## config.mk

```make
export PLATFORM = sky130hd
export DESIGN_NAME = tss_encoder
export DESIGN_NICKNAME = d
export VERILOG_FILES = /design/src/tss_encoder.v
export VERILOG_INCLUDE_DIRS = /design/src
export SDC_FILE = /design/constraint.sdc
export NUM_CORES = 1
export LEC_CHECK = 0
export ABC_AREA = 1
export BUFFER_PORTS_ARGS = -buffer_cell sky130_fd_sc_hd__buf_2
export CORE_MARGIN = 4
export CORE_UTILIZATION = 50
export CTS_CLUSTER_SIZE = 12
export DETAILED_ROUTE_END_ITERATION = 8
export PLACE_DENSITY = 0.78
export SYNTH_ARGS = -nofsm -noshare
export SYNTH_HDL_FRONTEND = slang
export SYNTH_SLANG_ARGS = --single-unit
```

## constraint.sdc

```tcl
create_clock -name clk_i -period 2.4 [get_ports clk_i]
set_input_delay 0.48 -clock clk_i [delete_from_list [all_inputs] [get_ports clk_i]]
set_output_delay 0.48 -clock clk_i [all_outputs]
set_load 0.005 [all_outputs]
```

## src/tss_defines.vh

```
/*
 Constants for the transmission status signal encoder: register offsets,
 field positions, reset values and update periods.
 Assumes a 40 MHz clock; included by tss_encoder.v.
*/
`ifndef TSS_DEFINES_VH
`define TSS_DEFINES_VH

// =====================================================================
// Clock and update timing
`define TSS_CLK_HZ 40000000
`define TSS_SLOW_MS 1025
`define TSS_PERF_MS 125
`define TSS_LOCK_MS 100
`define TSS_SLOW_CYC ((`TSS_SLOW_MS * (`TSS_CLK_HZ / 1000)))
`define TSS_PERF_CYC ((`TSS_PERF_MS * (`TSS_CLK_HZ / 1000)))
`define TSS_LOCK_CYC ((`TSS_LOCK_MS * (`TSS_CLK_HZ / 1000)))

// =====================================================================
// Register byte offsets
`define TSS_REG_CTRL 8'h00
`define TSS_REG_OIL_EST 8'h04
`define TSS_REG_TEMP_IN 8'h08
`define TSS_REG_STATUS 8'h0C

// =====================================================================
// Control register fields
`define TSS_CTRL_SENSOR_FAIL 0
`define TSS_CTRL_BACKUP_OK 1
`define TSS_CTRL_PERF_ACTIVE 2
`define TSS_CTRL_NOT_WORKING 3
`define TSS_CTRL_SKIP_COND 4
`define TSS_CTRL_RESET_VAL 8'h00

// =====================================================================
// Status register fields
`define TSS_STAT_OIL_LO 0
`define TSS_STAT_TEMP_LO 8
`define TSS_STAT_TEMP_BAD 16
`define TSS_STAT_PERF 17
`define TSS_STAT_LOCK 18
`define TSS_STAT_SKIP 19
`define TSS_STAT_RESET_REQ 20

// =====================================================================
// Values
`define TSS_OIL_FULL 8'hFF
`define TSS_TEMP_RESET 8'h28

`endif

```

## src/tss_encoder.v

```verilog
/*
 Transmission status signal encoder: software writes the controller's
 estimates and conditions over classic Wishbone; the block drives the
 serial network fields at their update rates and handles oil-life reset.
 Assumes a single 40 MHz clock and inputs synchronous to it.
*/
// Notes on behaviour
// - Oil remaining life is 8-bit unsigned, 0.392157 percent per count.
// - A reset request restores the oil life estimate to full.
// - Reported oil life follows the estimate within 1025 ms.
// - Fluid temperature is 8-bit count, degrees equal count minus 40.
// - Validity flag is 1 when sensor failed without backup, else 0.
// - Reported temperature follows sensed value within 1025 ms.
// - Performance shift flag true while algorithm active, within 125 ms.
// - Lever lock true while not working, within 100 ms, true at power-up.
// - Skip-shift true while upshift inhibited, updated within 1025 ms.
`timescale 1ns/1ps
`default_nettype none
`include "tss_defines.vh"

module tss_encoder #(
    parameter integer SLOW_CYC = `TSS_SLOW_CYC,
    parameter integer PERF_CYC = `TSS_PERF_CYC,
    parameter integer LOCK_CYC = `TSS_LOCK_CYC
) (
    input wire clk_i,
    input wire rst_i,
    input wire wb_cyc_i,
    input wire wb_stb_i,
    input wire wb_we_i,
    input wire [7:0] wb_adr_i,
    input wire [3:0] wb_sel_i,
    input wire [31:0] wb_dat_i,
    output reg [31:0] wb_dat_o,
    output reg wb_ack_o,
    output reg wb_err_o,
    input wire oil_reset_req_i,
    output reg [7:0] oil_life_o,
    output reg [7:0] oil_temp_o,
    output reg oil_temp_invalid_o,
    output reg perf_shift_o,
    output reg lever_lock_req_o,
    output reg skip_shift_o
);

    // =================================================================
    // Cycle counter helper
    function [31:0] tss_tick;
        input [31:0] cnt;
        input integer lim;
        begin
            if (cnt >= lim - 1) begin
                tss_tick = 32'h0000_0000;
            end else begin
                tss_tick = cnt + 32'h0000_0001;
            end
        end
    endfunction

    // =================================================================
    // Registers
    reg [7:0] ctrl;
    reg [7:0] oil_est;
    reg [7:0] temp_in;
    reg reset_req_d;
    reg [31:0] slow_cnt;
    reg [31:0] perf_cnt;
    reg [31:0] lock_cnt;

    wire req = wb_cyc_i & wb_stb_i & ~wb_ack_o & ~wb_err_o;
    wire wr = req & wb_we_i;
    wire reset_edge = oil_reset_req_i & ~reset_req_d;
    wire hit = (wb_adr_i == `TSS_REG_CTRL) | (wb_adr_i == `TSS_REG_OIL_EST) |
        (wb_adr_i == `TSS_REG_TEMP_IN) | (wb_adr_i == `TSS_REG_STATUS);
    wire slow_due = (slow_cnt >= SLOW_CYC - 1);
    wire perf_due = (perf_cnt >= PERF_CYC - 1);
    wire lock_due = (lock_cnt >= LOCK_CYC - 1);
    wire temp_bad = ctrl[`TSS_CTRL_SENSOR_FAIL] &
        ~ctrl[`TSS_CTRL_BACKUP_OK];

    // =================================================================
    // Wishbone slave: registered ack after one wait state, err on unmapped address
    always @(posedge clk_i) begin
        if (rst_i) begin
            wb_ack_o <= 1'b0;
            wb_err_o <= 1'b0;
            wb_dat_o <= 32'h0000_0000;
        end else begin
            wb_ack_o <= req & hit;
            wb_err_o <= req & ~hit;
            if (req) begin
                case (wb_adr_i)
                    `TSS_REG_CTRL: wb_dat_o <= {24'h000000, ctrl};
                    `TSS_REG_OIL_EST: wb_dat_o <= {24'h000000, oil_est};
                    `TSS_REG_TEMP_IN: wb_dat_o <= {24'h000000, temp_in};
                    `TSS_REG_STATUS: wb_dat_o <= {11'h000,
                        oil_reset_req_i, skip_shift_o, lever_lock_req_o,
                        perf_shift_o, oil_temp_invalid_o, oil_temp_o,
                        oil_life_o};
                    default: wb_dat_o <= 32'h0000_0000;
                endcase
            end
        end
    end

    // =================================================================
    // Software-written inputs and oil-life estimate
    always @(posedge clk_i) begin
        if (rst_i) begin
            ctrl <= `TSS_CTRL_RESET_VAL;
            oil_est <= `TSS_OIL_FULL;
            temp_in <= `TSS_TEMP_RESET;
            reset_req_d <= 1'b0;
        end else begin
            reset_req_d <= oil_reset_req_i;
            if (wr & wb_sel_i[0] & (wb_adr_i == `TSS_REG_CTRL)) begin
                ctrl <= wb_dat_i[7:0];
            end
            if (wr & wb_sel_i[0] & (wb_adr_i == `TSS_REG_TEMP_IN)) begin
                temp_in <= wb_dat_i[7:0];
            end
            if (reset_edge) begin
                oil_est <= `TSS_OIL_FULL;
            end else if (wr & wb_sel_i[0] &
                    (wb_adr_i == `TSS_REG_OIL_EST)) begin
                oil_est <= wb_dat_i[7:0];
            end
        end
    end

    // =================================================================
    // Periodic refresh of the transmitted fields
    always @(posedge clk_i) begin
        if (rst_i) begin
            slow_cnt <= 32'h0000_0000;
            perf_cnt <= 32'h0000_0000;
            lock_cnt <= 32'h0000_0000;
            oil_life_o <= `TSS_OIL_FULL;
            oil_temp_o <= `TSS_TEMP_RESET;
            oil_temp_invalid_o <= 1'b0;
            perf_shift_o <= 1'b0;
            lever_lock_req_o <= 1'b1;
            skip_shift_o <= 1'b0;
        end else begin
            slow_cnt <= tss_tick(slow_cnt, SLOW_CYC);
            perf_cnt <= tss_tick(perf_cnt, PERF_CYC);
            lock_cnt <= tss_tick(lock_cnt, LOCK_CYC);
            if (slow_due) begin
                oil_life_o <= oil_est;
                oil_temp_o <= temp_in;
                oil_temp_invalid_o <= temp_bad;
                skip_shift_o <= ctrl[`TSS_CTRL_SKIP_COND];
            end
            if (perf_due) begin
                perf_shift_o <= ctrl[`TSS_CTRL_PERF_ACTIVE];
            end
            if (lock_due) begin
                lever_lock_req_o <= ctrl[`TSS_CTRL_NOT_WORKING];
            end
        end
    end

endmodule // tss_encoder

`default_nettype wire

```

==> After elaboration in Yosys (flattened, before gate mapping) <==
Cells that the tools add are included.
{ "totals": {"register_bits": 175, "latch_bits": 0, "ram_bits": 0, "romBits": 0, "inputBits": 50, "output_inout_bits": 54, "wordCells": 51, "memories": 0} }
{ "classes": {"addsub": 3, "n_mul": 0, "div_mod_pow": 0, "magnitude_cmp": 3, "eq_ne": 3, "shifts": 0, "mux": 1, "bitwise": 20, "reduce_logical": 5} }
{ "ops": {"columns": ["operator", "count"], "rows": [
  ["32-bit by 1-bit adder with 32-bit output, second input constant", 3],
  ["21-bit case mux with 4 select lines", 1],
  ["32-bit by 22-bit greater-or-equal comparator with 1-bit output, second input constant", 1],
  ["32-bit by 23-bit greater-or-equal comparator with 1-bit output, second input constant", 1],
  ["32-bit by 26-bit greater-or-equal comparator with 1-bit output, second input constant", 1],
  ["8-bit by 4-bit == test with 1-bit output, second input constant", 2],
  ["1-bit bitwise AND", 12],
  ["8-bit by 3-bit == test with 1-bit output, second input constant", 1],
  ["8-bit logical NOT", 1],
  ["2-bit OR reduction", 4],
  ["1-bit NOT", 5],
  ["1-bit OR", 3]
]} }

==> Longest topological paths before layout <==
{ "logic_depth": {"word_depth": 6, "depth_mapped": 12, "depth_no_buf": 12} }

==> Least setup slack after synthesis <==
Ideal clock, no wire load.
{ "synth_path": {"path_type": "input to register", "start": "input port wb_adr_i[5]", "end": "register oil_est[2]", "setup_time_ns": 0.142, "arrival_time_ns": 1.375, "setup_slack_ns": 0.883, "stages": 9, "path_cell_list": "nor2_1 > nand3_1 > inv_2 > nand2_1 > nor2_2 > inv_2 > buf_6 > nand2_1 > o211ai_1"} }
{ "synth_via": {"elab_chain_len": 2} }
{ "synth_lines": {"columns": ["element", "line", "text"], "rows": [
  ["start, declared", "tss_encoder.v:31", "input wire [7:0] wb_adr_i,"],
  ["8-bit by 3-bit == test with 1-bit output", null, null],
  ["1-bit bitwise AND", "tss_encoder.v:124", "end else if (wr & wb_sel_i[0] &"],
  ["end signal, assigned", "tss_encoder.v:111", "oil_est <= `TSS_OIL_FULL;"],
  ["end signal, assigned", "tss_encoder.v:123", "oil_est <= `TSS_OIL_FULL;"],
  ["end signal, assigned", "tss_encoder.v:126", "oil_est <= wb_dat_i[7:0];"],
  ["end, declared", "tss_encoder.v:63", "reg [7:0] oil_est;"]
]} }
Every way passes these cells.
A chain may end at the register's enable or synchronous reset.

==> Worst setup path in the final report <==
{ "layout_path": {"start": "register perf_cnt[0]", "end": "register perf_cnt[19]"} }
{ "layout_via": {"elab_chain_len": 2} }
{ "layout_lines": {"columns": ["element", "line", "text"], "rows": [
  ["start, declared", "tss_encoder.v:67", "reg [31:0] perf_cnt;"],
  ["start signal, assigned", "tss_encoder.v:146", "perf_cnt <= tss_tick(perf_cnt, PERF_CYC);"],
  ["32-bit by 23-bit greater-or-equal comparator with 1-bit output", "tss_encoder.v:52", "if (cnt >= lim - 1) begin"],
  ["2-bit OR reduction (no line)", null, null]
]} }
Parallel ways exist; a longest one is shown, timed or not.

==> metrics.md <==
| Metric | Value |
|---|---|
| Status | `finished, final reports clean` |
| Met3 Resource Use GR | `0.0596` |
| Slew Viols, Final | `0` |
| CP Max Fanout | `22` |
| Setup crit start kind | `flip-flop` |
| # DRC | `0` |
| Final hold viol count | `0` |
| CTS tree | `done` |
| Clk_lat worst skew | `0.42 ns` |
| Final WL | `15,200 microns` |
| Grt peak-use layer | `met2` |
| Top cell type's share of synthesized area | `0.456` |
| Async SR Flop Fraction | `0` |
| DP HPWL | `11,000 microns` |
| Maximum VDD drop | `565 uV` |
| Effective utilization at floorplan | `0.514` |
| Worst Clk Skew | `0.00763 ns` |
| Slew HR | `0.578` |
| Crit-path leading delay family | `simple AND/OR/NAND/NOR gates` |
| CTS Buf Count | `17` |
| Max Buffers Root-to-Sink | `2` |
| Synth cell count leaders | `nand2_1 (215), dfxtp_1 (164), nor2_1 (151)` |
| Die H | `128 microns` |
| Avg Inst Size Synth | `7.44 sq um` |
| Port Buf Inserts | `65` |
| Cell count after synthesis | `967` |
| Gpl congestion | `0.885` |
| WP buf/inv | `0` |
| Initial antenna violation count | `0` |
| PD cells | `665 mW/mm^2` |
| CP arrival | `2.17 ns` |
| Mapped Area | `0.00720 sq mm` |
| Final setup violation count | `0` |
| Max stage delay on crit path | `0.35 ns` |
| DR vias/cell | `5.01` |
| Flops & latches, synth | `164` |
| Area of the multi-input gates | `0.00344 sq mm` |
| Most Frequent Cell on Critical Path | `nand2_1` |
| Non-Filler Instances | `1,251` |
| Cells after DPL | `1,220` |
| Met2 usage | `0.313` |
| Yosys top cell by area | `dfxtp_1` |
| Fin crit period | `1.85 ns` |
| CORE AREA | `0.0140 sq mm` |
| Top cells by area, synth | `dfxtp_1 (46%), nand2_1 (11%), nor2_1 (7.9%), nand3_1 (7.7%), inv_1 (4.4%)` |
| Primary FF master, synth | `dfxtp_1` |
| GR met1 Demand/Resource | `0.243` |
| Achievable Freq | `542 MHz` |
| DIE WIDTH | `128 microns` |
| Post-synthesis sequential area ratio | `0.456` |
| I/O pin cnt | `104` |
| Worst-path clk slew | `0.06 ns` |
| H-Tree Depth | `4` |
| Critical path required time | `2.73 ns` |
| Worst setup margin | `0.554 ns` |
| Number of diodes | `0` |
| Vias in the first global route | `5,883` |
| First-pass DRT Iterations | `5` |
| Final period util | `0.769` |
| Clock tree sinks | `164` |
| Root buf cell | `clkbuf_16` |
| Storage cell area | `0.00328 sq mm` |
| First-pass GRT wire length | `25,900 microns` |
| LEAKAGE | `3.28 nW` |
| RSZ-0062 raised after global routing | `no` |
| Pre-CTS WS | `0.503 ns` |
| Tightest Hold Check Type | `in -> reg` |
| Post-synth EDFFs | `0` |
| Fin nets | `1,112` |
| Setup TNS | `0 ns` |
| Cell with the most instances after synthesis | `nand2_1` |
| DR WL/cell | `12.2 microns` |
| Slowest stage cell, crit path | `nand3_2` |
| GRT overflow | `0` |
| Crit path cell chain | `ha_1 -> nand2_1 -> nor2_2 -> nand2_1 -> nand2_1 -> nand2_1 -> nand2_1 -> nand2_1 -> nand3_2 -> nor3_1` |
| Maximum capacitance violations | `0` |
| Cell Rows | `43` |
| Actual slew at the worst max-slew pin | `0.631 ns` |
| Die area | `0.0164 sq mm` |
| Area growth from synthesis to layout | `14.9%` |
| Post_cts resized | `0` |
| Total GRT Usage | `0.192` |
| Fillers | `1,279` |
| Post-synth cell types | `43` |
| DR iter-0 viols | `384` |
| Vias | `6,273` |
| Post-CTS Repair Setup Buffers | `0` |
| Ys Warns | `0` |
| Crit end category | `flip-flop` |
| Cts hold-fix bufs | `0` |
| Post-route ant nets | `0` |
| Setup CP Type | `reg -> reg` |
| Fraction of layout cells with a size suffix above 1 | `0.139` |
| Largest net degree at the start of global routing | `32` |
worst register-to-register path, stage by stage, from the launching register on:
cell	delay (ns)
dfxtp_1	0.32
ha_1	0.20
nand2_1	0.10
nor2_2	0.07
nand2_1	0.14
nand2_1	0.08
nand2_1	0.06
nand2_1	0.05
nand2_1	0.10
nand3_2	0.35
nor3_1	0.27
report_power, final:
group          switching, mW  internal, mW
logic                 0.0903        0.0383
clock network           1.04          1.57
registers            0.00889          2.75
total                   1.14          4.36
metal layers:
metal  vias up  routed length [microns]
met2       141                     7090
met1      2867                     6820
met5         -                        0
met3        24                     1090
met4         0                      229
li1       3241                        -
layout by cell type (no fill, tap or decap), types with 4 or more instances in the layout:
| cell type | Yosys | final |
|---|---|---|
| nand3_1 | 110 | 110 |
| xnor2_1 | 16 | 16 |
| dfxtp_1 | 164 | 164 |
| xor2_1 | 25 | 25 |
| or2_2 | 5 | 5 |
| buf_2 | 6 | 65 |
| conb_1 | 1 | 36 |
| nand2_1 | 215 | 215 |
| o211ai_1 | 6 | 6 |
| nand4_1 | 22 | 22 |
| nor2_1 | 151 | 151 |
| nor2_2 | 16 | 16 |
| inv_1 | 84 | 84 |
| nand3_2 | 8 | 8 |
| clkbuf_16 | 0 | 17 |
| nor3_1 | 17 | 17 |
| inv_2 | 4 | 4 |
| a21oi_1 | 47 | 47 |
| a211oi_1 | 5 | 5 |
| clkinvlp_4 | 0 | 4 |
| buf_4 | 16 | 12 |
final cells by class:
class,instances,share of cell area
Clock buffer,22,0.0562
Timing Repair Buffer,77,0.0502
Multi-Input combinational cell,711,0.417
Sequential cell,164,0.397
Clock inverter,9,0.0127
Inverter,88,0.0400
Tap cell,180,0.0272
flip-flops by register name, summed over array words and instances (netlist names):
register            cells
lock_cnt               32
perf_cnt               32
slow_cnt               32
wb_dat_o               21
ctrl                    8
oil_est                 8
oil_life_o              8
oil_temp_o              8
temp_in                 8
lever_lock_req_o        1
oil_temp_invalid_o      1
perf_shift_o            1
reset_req_d             1
skip_shift_o            1
wb_ack_o                1
wb_err_o                1
stage by stage:
step,instance area (sq um),utilization,hold WS (ns),power [mW]
6_report,8270,0.591,0.324,5.50
5_1_grt,8270,0.591,0.312,5.66
4_1_cts,8270,0.591,0.313,5.54
3_5_place_dp,7700,0.550,0.438,2.94
3_3_place_gp,7700,0.550,0.428,2.94
2_1_floorplan,7330,-,0.417,2.91
logic make-up (layout without fill, tap and decap cells):
kind of cell	after synthesis	after routing	synth area share
compound gates	72	72	0.0593
xor+xnor	41	41	0.0499
fa+ha+maj	3	3	0.00522
buf+inv	127	196	0.0835
flops	164	164	0.456
other cells	1	36	0.000521
simple gates	559	559	0.345
worst paths after layout:
check | slack, ns | start | cells past startpoint | end
max | 0.55 | perf_cnt[0]$_SDFF_PP0_ | 10 | perf_cnt[19]$_SDFF_PP0_
min reg2reg | 0.45 | slow_cnt[0]$_SDFF_PP0_ | 1 | slow_cnt[0]$_SDFF_PP0_
min | 0.32 | wb_dat_i[5] | 3 | oil_est[5]$_SDFFE_PP1P_
max reg2reg | 0.55 | perf_cnt[0]$_SDFF_PP0_ | 10 | perf_cnt[19]$_SDFF_PP0_
Power figures use the tool's default switching activity.
